## src/arrs_pkg.sv

```systemverilog
// Constants and types for the converter result readout sequencer
package arrs_pkg;

	// ------------------------------------------------
	// Sizes and timing
	// ------------------------------------------------
	localparam int NCH          = 4;
	localparam int DW           = 14;
	localparam int CLK_PERIOD_NS = 4;
	localparam int INT_STEP_NS  = 150;
	localparam int INT_STEP_CYC = (INT_STEP_NS + CLK_PERIOD_NS - 1) / CLK_PERIOD_NS;
	localparam int EXT_GUARD_NS = 200;
	localparam int EXT_GUARD_CYC = (EXT_GUARD_NS + CLK_PERIOD_NS - 1) / CLK_PERIOD_NS;

	// Clock edge numbers within one channel conversion
	localparam logic [4:0] EDGE_PTR = 5'h0e;
	localparam logic [4:0] EDGE_EOC = 5'h0f;
	localparam logic [4:0] EDGE_END = 5'h10;

	// ------------------------------------------------
	// Register map
	// ------------------------------------------------
	localparam logic [7:0] REG_CHAN = 8'h00;
	localparam logic [7:0] REG_STAT = 8'h04;
	localparam logic [3:0] CHAN_RST = 4'hf;
	localparam int STAT_BUSY    = 0;
	localparam int STAT_FRST    = 1;
	localparam int STAT_STANDBY_N    = 2;
	localparam int STAT_PEND    = 3;
	localparam int STAT_PTR_LSB = 4;
	localparam int STAT_CNT_LSB = 8;

	// ------------------------------------------------
	// Carriers
	// ------------------------------------------------
	typedef struct packed {
		logic       conversion_start_n;
		logic       cs_n;
		logic       rd_n;
		logic       conv_clock_in;
		logic       clock_source_sel;
		logic       hw_sw_sel;
		logic       standby_n;
		logic [3:0] chan_pins;
	} arrs_pins_t;

	localparam arrs_pins_t PINS_IDLE = '{1'h1, 1'h1, 1'h1, 1'h1, 1'h0, 1'h0, 1'h1, 4'h0};

	typedef struct packed {
		logic          busy;
		logic          eoc_n;
		logic          first_result_flag;
		logic          result_oe;
		logic [DW-1:0] result_bus;
	} arrs_out_t;

	typedef enum {ST_IDLE, ST_CONV, ST_TAIL} arrs_state_t;

endpackage : arrs_pkg

```

## src/arrs_sequencer.sv

```systemverilog
// Result bank, read pointer and conversion timing of a four-channel sampling converter
// How it works
// - Results stored in registers by sequence order.
// - Fourteenth edge of first conversion resets pointer to one.
// - Flag rises when pointer reset to one.
// - Chip-select and read low drive addressed result.
// - After sequence, read rising edge advances pointer.
// - Early read holds pointer until result lands.
// - Reading last result wraps pointer to one.
// - Flag drops after first read after sequence.
// - Flag level at power-up is undefined; reset clears it here.
// - Successive reads return results in ascending order.
// - Both selects high use external conversion clock.
// - Busy rises with start; clock edges wait.
// - Fourteenth falling edge resets pointer, raises flag.
// - Fifteenth edge ends conversion; sixteenth releases.
// - Each further channel takes sixteen clock pulses.
// - Last conversion drops busy and end together.
// - Standby input low enters standby state.
// - Results stay readable during standby.
// - Start rising edge holds inputs, begins sequence.
// - Channels converted in ascending channel order.
`timescale 1ns/1ps
`default_nettype none

module arrs_sequencer
	import arrs_pkg::*;
(
	// Clock and reset
	input  wire logic                  sys_clk,
	input  wire logic                  sys_rst,
	// APB slave
	input  wire logic [7:0]            paddr,
	input  wire logic                  psel,
	input  wire logic                  penable,
	input  wire logic                  pwrite,
	input  wire logic [31:0]           pwdata,
	output var  logic [31:0]           prdata,
	output var  logic                  pready,
	output var  logic                  pslverr,
	// Device pins and converter data
	input  wire arrs_pins_t            pins,
	input  wire logic [NCH-1:0][DW-1:0] sample_data,
	output wire arrs_out_t             pins_out,
	output var  logic                  standby_active
);

	// ------------------------------------------------
	// Pin synchronisers
	// ------------------------------------------------
	localparam int PW = $bits(arrs_pins_t);
	logic [PW-1:0] s1_r, s2_r, s3_r, filt_r, filt_d_r;
	arrs_pins_t    f, fd;

	genvar gi;
	generate
		for (gi = 0; gi < PW; gi++) begin : g_sync
			always_ff @(posedge sys_clk) begin
				if (sys_rst) begin
					s1_r[gi]   <= PINS_IDLE[gi];
					s2_r[gi]   <= PINS_IDLE[gi];
					s3_r[gi]   <= PINS_IDLE[gi];
					filt_r[gi] <= PINS_IDLE[gi];
				end else begin
					s1_r[gi] <= pins[gi];
					s2_r[gi] <= s1_r[gi];
					s3_r[gi] <= s2_r[gi];
					if (s2_r[gi] == s3_r[gi]) begin
						filt_r[gi] <= s3_r[gi];
					end
				end
			end
		end
	endgenerate

	always_ff @(posedge sys_clk) begin
		if (sys_rst) begin
			filt_d_r <= PINS_IDLE;
		end else begin
			filt_d_r <= filt_r;
		end
	end

	assign f  = arrs_pins_t'(filt_r);
	assign fd = arrs_pins_t'(filt_d_r);

	logic start_rise, rd_rise, clk_fall, ext_sel;
	assign start_rise = f.conversion_start_n & ~fd.conversion_start_n;
	assign rd_rise    = f.rd_n & ~fd.rd_n & ~f.cs_n;
	assign clk_fall   = ~f.conv_clock_in & fd.conv_clock_in;
	assign ext_sel    = f.hw_sw_sel & f.clock_source_sel;

	// ------------------------------------------------
	// Helpers
	// ------------------------------------------------
	function automatic logic [1:0] lowest(input logic [NCH-1:0] m);
		logic [1:0] r;
		r = 2'h0;
		for (int i = NCH - 1; i >= 0; i--) begin
			if (m[i]) begin
				r = 2'(i);
			end
		end
		return r;
	endfunction : lowest

	function automatic logic [2:0] popcnt(input logic [NCH-1:0] m);
		logic [2:0] c;
		c = 3'h0;
		for (int i = 0; i < NCH; i++) begin
			c = c + 3'(m[i]);
		end
		return c;
	endfunction : popcnt

	// ------------------------------------------------
	// Registers and status
	// ------------------------------------------------
	logic [3:0]  chan_reg_r;
	logic        busy_r, eoc_n_r, frst_r, pend_r, oe_r;
	logic [1:0]  ptr_r;
	logic [2:0]  avail_r;
	logic [31:0] stat_w;

	always_comb begin
		stat_w = 32'h0;
		stat_w[STAT_BUSY] = busy_r;
		stat_w[STAT_FRST] = frst_r;
		stat_w[STAT_STANDBY_N] = standby_active;
		stat_w[STAT_PEND] = pend_r;
		stat_w[STAT_PTR_LSB +: 2] = ptr_r;
		stat_w[STAT_CNT_LSB +: 3] = avail_r;
	end

	always_ff @(posedge sys_clk) begin
		if (sys_rst) begin
			pready     <= 1'h0;
			pslverr    <= 1'h0;
			prdata     <= 32'h0;
			chan_reg_r <= CHAN_RST;
		end else begin
			pready  <= 1'h0;
			pslverr <= 1'h0;
			prdata  <= 32'h0;
			if (psel && penable && !pready) begin
				pready <= 1'h1;
				unique case (paddr)
					REG_CHAN: begin
						if (pwrite) begin
							chan_reg_r <= pwdata[3:0];
						end else begin
							prdata <= {28'h0, chan_reg_r};
						end
					end
					REG_STAT: begin
						if (!pwrite) begin
							prdata <= stat_w;
						end
					end
					default: begin
						pslverr <= 1'h1;
					end
				endcase
			end
		end
	end

	// ------------------------------------------------
	// Standby
	// ------------------------------------------------
	always_ff @(posedge sys_clk) begin
		if (sys_rst) begin
			standby_active <= 1'h0;
		end else begin
			standby_active <= ~f.standby_n;
		end
	end

	// ------------------------------------------------
	// Conversion timing
	// ------------------------------------------------
	arrs_state_t state_r;
	logic [4:0]  phase_r, ph_nxt;
	logic [NCH-1:0] mask_r, sel_mask, rest_mask;
	logic [1:0]  cur_r;
	logic [2:0]  wr_idx_r, total_r;
	logic        first_r, mode_ext_r, start_acc, step, load, first_tick, last_conv;
	logic [$clog2(INT_STEP_CYC)-1:0] div_r;
	logic [$clog2(EXT_GUARD_CYC+1)-1:0] guard_r;

	assign sel_mask   = f.hw_sw_sel ? chan_reg_r : f.chan_pins;
	assign start_acc  = (state_r == ST_IDLE) && start_rise && f.standby_n && (sel_mask != 4'h0);
	assign ph_nxt     = phase_r + 5'h01;
	assign rest_mask  = mask_r & ~(4'h1 << cur_r);
	assign last_conv  = (wr_idx_r == total_r - 3'h1);
	assign load       = step && (ph_nxt == EDGE_EOC);
	assign first_tick = step && (ph_nxt == EDGE_PTR) && first_r;

	always_comb begin
		step = 1'h0;
		if (state_r != ST_IDLE) begin
			if (mode_ext_r) begin
				step = clk_fall && (guard_r == ($bits(guard_r))'(EXT_GUARD_CYC));
			end else begin
				step = (div_r == ($bits(div_r))'(INT_STEP_CYC - 1));
			end
		end
	end

	always_ff @(posedge sys_clk) begin
		if (sys_rst || state_r == ST_IDLE) begin
			div_r   <= '0;
			guard_r <= '0;
		end else begin
			div_r <= (div_r == ($bits(div_r))'(INT_STEP_CYC - 1)) ? '0 : div_r + 1'h1;
			if (guard_r != ($bits(guard_r))'(EXT_GUARD_CYC)) begin
				guard_r <= guard_r + 1'h1;
			end
		end
	end

	always_ff @(posedge sys_clk) begin
		if (sys_rst) begin
			state_r    <= ST_IDLE;
			busy_r     <= 1'h0;
			eoc_n_r    <= 1'h1;
			phase_r    <= 5'h00;
			mask_r     <= 4'h0;
			cur_r      <= 2'h0;
			wr_idx_r   <= 3'h0;
			total_r    <= 3'h0;
			first_r    <= 1'h0;
			mode_ext_r <= 1'h0;
		end else if (start_acc) begin
			state_r    <= ST_CONV;
			busy_r     <= 1'h1;
			mode_ext_r <= ext_sel;
			mask_r     <= sel_mask;
			cur_r      <= lowest(sel_mask);
			total_r    <= popcnt(sel_mask);
			wr_idx_r   <= 3'h0;
			phase_r    <= 5'h00;
			first_r    <= 1'h1;
		end else if (step) begin
			phase_r <= ph_nxt;
			if (ph_nxt == EDGE_EOC) begin
				eoc_n_r <= 1'h0;
				if (last_conv) begin
					busy_r  <= 1'h0;
					state_r <= ST_TAIL;
				end
			end
			if (ph_nxt == EDGE_END) begin
				eoc_n_r  <= 1'h1;
				phase_r  <= 5'h00;
				first_r  <= 1'h0;
				wr_idx_r <= wr_idx_r + 3'h1;
				mask_r   <= rest_mask;
				cur_r    <= lowest(rest_mask);
				if (state_r == ST_TAIL) begin
					state_r <= ST_IDLE;
				end
			end
		end
	end

	// ------------------------------------------------
	// Result bank
	// ------------------------------------------------
	logic [DW-1:0] res_r [NCH];

	always_ff @(posedge sys_clk) begin
		if (sys_rst) begin
			res_r <= '{default: '0};
		end else if (load) begin
			res_r[wr_idx_r[1:0]] <= sample_data[cur_r];
		end
	end

	// ------------------------------------------------
	// Read pointer and first-result flag
	// ------------------------------------------------
	logic [2:0] ptr_inc;
	logic       rd_only;
	assign ptr_inc = {1'h0, ptr_r} + 3'h1;
	assign rd_only = rd_rise && !load && !first_tick;

	always_ff @(posedge sys_clk) begin
		if (sys_rst) begin
			ptr_r   <= 2'h0;
			avail_r <= 3'h0;
			pend_r  <= 1'h0;
			frst_r  <= 1'h0;
		end else if (first_tick) begin
			ptr_r   <= 2'h0;
			avail_r <= 3'h0;
			pend_r  <= 1'h0;
			frst_r  <= 1'h1;
		end else if (load) begin
			avail_r <= wr_idx_r + 3'h1;
			if (pend_r) begin
				ptr_r  <= ptr_r + 2'h1;
				pend_r <= 1'h0;
				frst_r <= 1'h0;
			end
		end else if (rd_rise && avail_r != 3'h0) begin
			if (!busy_r) begin
				if (ptr_inc == avail_r) begin
					ptr_r  <= 2'h0;
					frst_r <= 1'h1;
				end else begin
					ptr_r  <= ptr_r + 2'h1;
					frst_r <= 1'h0;
				end
			end else if (ptr_inc < avail_r) begin
				ptr_r  <= ptr_r + 2'h1;
				frst_r <= 1'h0;
			end else begin
				pend_r <= 1'h1;
			end
		end
	end

	// ------------------------------------------------
	// Output drivers
	// ------------------------------------------------
	logic [DW-1:0] bus_r;

	always_ff @(posedge sys_clk) begin
		if (sys_rst) begin
			oe_r  <= 1'h0;
			bus_r <= '0;
		end else begin
			oe_r  <= ~f.cs_n & ~f.rd_n;
			bus_r <= res_r[ptr_r];
		end
	end

	assign pins_out = '{busy_r, eoc_n_r, frst_r, oe_r, bus_r};
endmodule : arrs_sequencer

`default_nettype wire

```

## config.mk

```make
export PLATFORM = sky130hd
export DESIGN_NAME = arrs_sequencer
export DESIGN_NICKNAME = d
export VERILOG_FILES = /design/src/arrs_pkg.sv /design/src/arrs_sequencer.sv
export SDC_FILE = /design/constraint.sdc
export NUM_CORES = 1
export LEC_CHECK = 0
export ABC_AREA = 1
export BUFFER_PORTS_ARGS = -buffer_cell sky130_fd_sc_hd__buf_2
export CAP_MARGIN = 30
export CORE_MARGIN = 3
export CORE_UTILIZATION = 59
export CTS_CLUSTER_DIAMETER = 150
export DETAILED_ROUTE_END_ITERATION = 10
export GPL_ROUTABILITY_DRIVEN = 1
export PLACE_DENSITY = 0.84
export SETUP_SLACK_MARGIN = 0.4
export SLEW_MARGIN = 20
export SYNTH_ARGS = -nofsm -noshare
export SYNTH_HDL_FRONTEND = slang
export SYNTH_SLANG_ARGS = --single-unit
```

## constraint.sdc

```tcl
create_clock -name sys_clk -period 4.4 [get_ports sys_clk]
set_clock_uncertainty 0.05 [all_clocks]
set_input_delay 0.44 -clock sys_clk [delete_from_list [all_inputs] [get_ports sys_clk]]
set_output_delay 0.44 -clock sys_clk [all_outputs]
set_load 0.01 [all_outputs]
```

After elaboration in Yosys (flattened, before gate mapping). Index checks and enable logic that the tools add are counted.

Bits in registers: 237. Bits in latches: 0. Memory bits (writable): 0. Memory bits (read-only): 0. Bits of input ports: 112. Output and inout port bits: 53. Logic and storage cells: 231. Memories kept: 0.

Add/subtract/negate cells: 10. $mul: 0. Div/mod/pow operators: 0. Magnitude comparators: 5. Eq/ne operators: 25. Shift operators: 1. Muxes and demuxes: 59. Bitwise gates (word level): 19. Reduce and logical (&&, ||, !) cells: 39.

Operators with widths (number): 32-bit 2-to-1 mux (4); 14-bit binary-select mux with 2-bit select (2); 56-bit bitwise mux (1); 14-bit 2-to-1 mux (4); 2-bit 2-to-1 mux (17); 32-bit by 3-bit equality test with 1-bit output (second input constant) (1); 32-bit logical NOT (1); 32-bit nonzero test (1); 14-bit demux with 2-bit select (1); 1-bit 2-to-1 mux (22); 11-bit one-hot mux with 2 select lines (1); 4-bit 2-to-1 mux (5); 3-bit AND reduction (6); 6-bit by 1-bit adder with 6-bit output (second input constant) (2); 6-bit equality test (second input constant) (2); 2-bit nonzero test (6); 1-bit equality test (11); 1-bit logical AND (11); 11-bit 2-to-1 mux (1); 5-bit by 4-bit equality test with 1-bit output (second input constant) (2); 2-bit OR reduction (5); 1-bit NOT (9); 8-bit by 3-bit equality test with 1-bit output (second input constant) (1); 8-bit logical NOT (1); other kinds (31) (41).

Logic depth before layout (Yosys ltp).
Word-level depth: 10. Depth in mapped cells: 16.

Least setup slack after synthesis. Ideal clock, no wire load.

Kind: register -> register. Start: register filt_r[5], in the netlist f[5]. End: register total_r[1]. Setup time: 0.121 ns. Arrival time: 1.873 ns. Data required time: 4.229 ns. Setup slack: 2.356 ns. Stages on the path, launching flop included: 11. Period minus slack after synthesis: 2.044 ns. Cells stage by stage: dfxtp_1 buf_2 nand2_1 o21a_1 inv_1 fa_1 inv_1 ha_1 ha_1 o21ai_0 a21oi_1.

Cells in the longest elaborated chain, start to end: 4. Elaborated cells between the ends (all ways): 6. Classes of those cells: add/sub (3); mux (1); reduce/logical (2).

RTL lines: start, declared (line arrs_sequencer.sv:52) `logic [PW-1:0] s1_r, s2_r, s3_r, filt_r, filt_d_r;`; start signal, assigned by index (line arrs_sequencer.sv:63) `filt_r[gi] <= PINS_IDLE[gi];`; start signal, assigned by index (line arrs_sequencer.sv:69) `filt_r[gi] <= s3_r[gi];`; 4-bit 2-to-1 mux (*) (line arrs_sequencer.sv:191) `assign sel_mask = f.hw_sw_sel ? chan_reg_r : f.chan_pins;`; 1-bit by 1-bit adder with 2-bit output (line arrs_sequencer.sv:111) `c = c + 3'(m[i]);`; 2-bit by 1-bit adder with 3-bit output (line arrs_sequencer.sv:111); 3-bit by 1-bit adder with 3-bit output (line arrs_sequencer.sv:111); end signal, assigned (line arrs_sequencer.sv:240) `total_r <= popcnt(sel_mask);`; end, declared (line arrs_sequencer.sv:186) `logic [2:0] wr_idx_r, total_r;`.

Mark *: on every way between the ends. The rest lies on a longest branch, timed or not. A chain may end at the register's enable or synchronous reset.

Worst setup path in the final report.
Start: register phase_r[1]. End: register state_r[10].

Cells in the longest elaborated chain, start to end: 5. Elaborated cells between the ends (all ways): 6. Classes of those cells: add/sub (1); eq/ne (2); mux (3).

RTL lines: start, declared (line arrs_sequencer.sv:183) `logic [4:0] phase_r, ph_nxt;`; start signal, assigned (line arrs_sequencer.sv:245) `phase_r <= ph_nxt;`; 5-bit by 1-bit adder with 5-bit output (*) (line arrs_sequencer.sv:193) `assign ph_nxt = phase_r + 5'h01;`; 5-bit by 4-bit equality test with 1-bit output (line arrs_sequencer.sv:246) `if (ph_nxt == EDGE_EOC) begin`; 32-bit 2-to-1 mux (line arrs_sequencer.sv:246); 32-bit 2-to-1 mux (line arrs_sequencer.sv:260) `if (state_r == ST_TAIL) begin`; 32-bit 2-to-1 mux (*) (line arrs_sequencer.sv:253) `if (ph_nxt == EDGE_END) begin`; end signal, assigned (line arrs_sequencer.sv:235) `state_r <= ST_CONV;`; end signal, assigned (line arrs_sequencer.sv:250) `state_r <= ST_TAIL;`; end signal, assigned (line arrs_sequencer.sv:261) `state_r <= ST_IDLE;`; end, declared (line arrs_sequencer.sv:182) `arrs_state_t state_r;`.

Marks and branches as above.

==> metrics <==
outcome complete, no violations; DRC 0; Final nets 1324; hold crit path type input pin to register; grt total ovfl 0; pin count of the biggest net entering global routing 89; Synth Warn # 0; I/O pins 165; critical path data arrival time 3.12 ns; fillers 1155; Final ANT Viol Nets 0; fin crit share 63.16%; CTS resizes 0; IO buf count 113; Hold Violations, Final 0; routed len/inst 13.42 µm; async set-reset flop share out of synthesis 0%; setup violators final 0; Core Util, Final 69.28%; Sink Count 206; postcts setup bufs 0; Post-Route WL 18620 µm; Std-Cell Rows 43; Worst-Margin Slew 0.9067 ns; crit path kind register to register; core area 13990 µm²; post-synthesis sequential area ratio 48.32%; die width 126.3 µm; CTS tree done; vias 7287; root buffer cell clkbuf_16; placed cells 1349; die area 15940 µm²; RSZ-0062 raised after global routing no; setup TNS 0 ns; Post-CTS Hold Buffers 0; synthesized area 8534 µm²; initial antenna violation count 0; commonest non-fill, non-tap cell in the layout dfxtp_1; Non-Filler Instances 1387; share of layout cells above drive strength 1 15.16%; Setup crit end kind register; area grow syn2layout 13.56%; first-pass GRT wire length 30570 µm; Slew Limit Fails 0; Die Y 126.3 µm; H-tree Lvls 1; Pleak 0.004068 µW; crit path launch type register; Diodes inserted 0; DP HPWL 12580 µm; CTS Buf Count 21; CP required 4.74 ns; fmax 0.3598 GHz; most frequent cells in the layout 206 x dfxtp_1, 158 x nand2_1, 137 x inv_1; effective utilization at floorplan 61.01%; Final min period 2.779 ns; Total Routing Usage GR 22.68%; average size of a mapped cell 7.723 µm²; First-pass DRT Iterations 5; maximum fanout along the worst path 34; Max-Cap Viols 0; number of synthesized flops with an enable pin 0; Synth Flop Type dfxtp_1; peak supply drop 0.0003314 V; post-synthesis cell count 1105; Distinct cells, synth 38; worst hold slack 0.07938 ns; Initial DRC Count 639; CTS Buffer Depth 3; Rel. slew slack 39.33%; power density over the cells 384.3 nW/µm²; Worst-path clk slew 0.06 ns; vias per std cell 5.254; number of global-route vias before repair 6593; RD Place Congestion 0.8941; Synth Register Bits 206; latest clock arrival within the worst-skew pair 0.49 ns
[per-layer routing]
metal	wire, µm	track usage [%]	up-vias
met3	1185	3.435	39
met5	0	0	-
li1	-	-	3698
met1	8088	29.85	3314
met2	8865	38.84	236
met4	480	6.562	0
[state kept, by name, indices dropped and copies added, names as in the netlist, 3 cells and up]
register / cells
bus_r: 14
prdata: 9
fd: 3
wr_idx_r: 3
guard_r: 6
state_r: 32
s2_r: 11
phase_r: 5
f: 11
total_r: 3
mask_r: 4
res_r: 56
chan_reg_r: 4
div_r: 6
s1_r: 11
s3_r: 11
avail_r: 3
[final cells by class]
| type | count | area [µm²] | area share (%) |
|---|---|---|---|
| timing repair buffer | 118 | 610.6 | 6.300 |
| clock buffer | 29 | 595.6 | 6.145 |
| sequential | 206 | 4124 | 42.55 |
| tap | 180 | 225.2 | 2.324 |
| multi-input combinational | 703 | 3523 | 36.35 |
| clock inverter | 9 | 80.08 | 0.8262 |
| inverter | 142 | 533.0 | 5.500 |
[synthesized netlist by cell type (9+ instances only)]
cell	count	area share [%]
nor2_1	122	5.4
nand4_1	9	0.66
nand3_1	86	5.0
o211ai_1	16	1.4
a21oi_1	120	7.0
clkbuf_1	29	1.3
buf_4	28	2.5
or2_2	18	1.3
inv_1	137	6.0
dfxtp_1	206	48
ha_1	19	2.8
a22oi_1	14	1.2
buf_2	13	0.76
nand2_1	158	6.9
o21ai_0	71	4.2
nor3_1	9	0.53
[power by group]
group	total, µW	switching (µW)	leakage (µW)	internal (µW)
Clock	1720	710	0.000335	1010
Combinational	121	73.9	0.00207	47.0
Sequential	1880	5.08	0.00167	1880
[path summary, 6_finish.rpt]
check	cells after the start	end	startpoint	slack, ns
setup / recovery	11	state_r[10]$_SDFFE_PP0P_	phase_r[1]$_SDFFE_PP0P_	1.62
hold / removal	2	s1_r[10]$_SDFF_PP1_	pins[10]	0.08
setup reg to reg	11	state_r[10]$_SDFFE_PP0P_	phase_r[1]$_SDFFE_PP0P_	1.62
hold reg to reg	2	s2_r[2]$_SDFF_PP0_	s1_r[2]$_SDFF_PP0_	0.35
[worst max-delay path: stages (launching register included)]
cell      delay, ns
dfxtp_1        0.44
ha_1           0.23
nor2_1         0.05
nor2_1         0.21
nand3_1        0.10
nor2_1         0.17
inv_2          0.09
nor2_8         0.43
nand3_1        0.28
o211ai_2       0.34
buf_8          0.23
nor2_1         0.06
[cell families after synthesis]
logic type	share of synthesized area (%)
and+or+nand+nor	21.39
AOI/OAI and AO/OA	14.92
buffers and inverters	11.36
DFF	48.32
adders and majority gates	3.137
xor gates and xnor gates	0.8210
other	0.04394
[stage by stage]
stage	area, µm²	total power (µW)	setup slack [ns]
global route	9692	3837	1.445
floorplan	8617	2003	2.356
detailed placement	9016	2044	1.667
CTS	9692	3750	1.670
global placement	9001	2040	1.687
finish	9692	3724	1.621
Note: power is estimated with default switching activity, not from simulation.
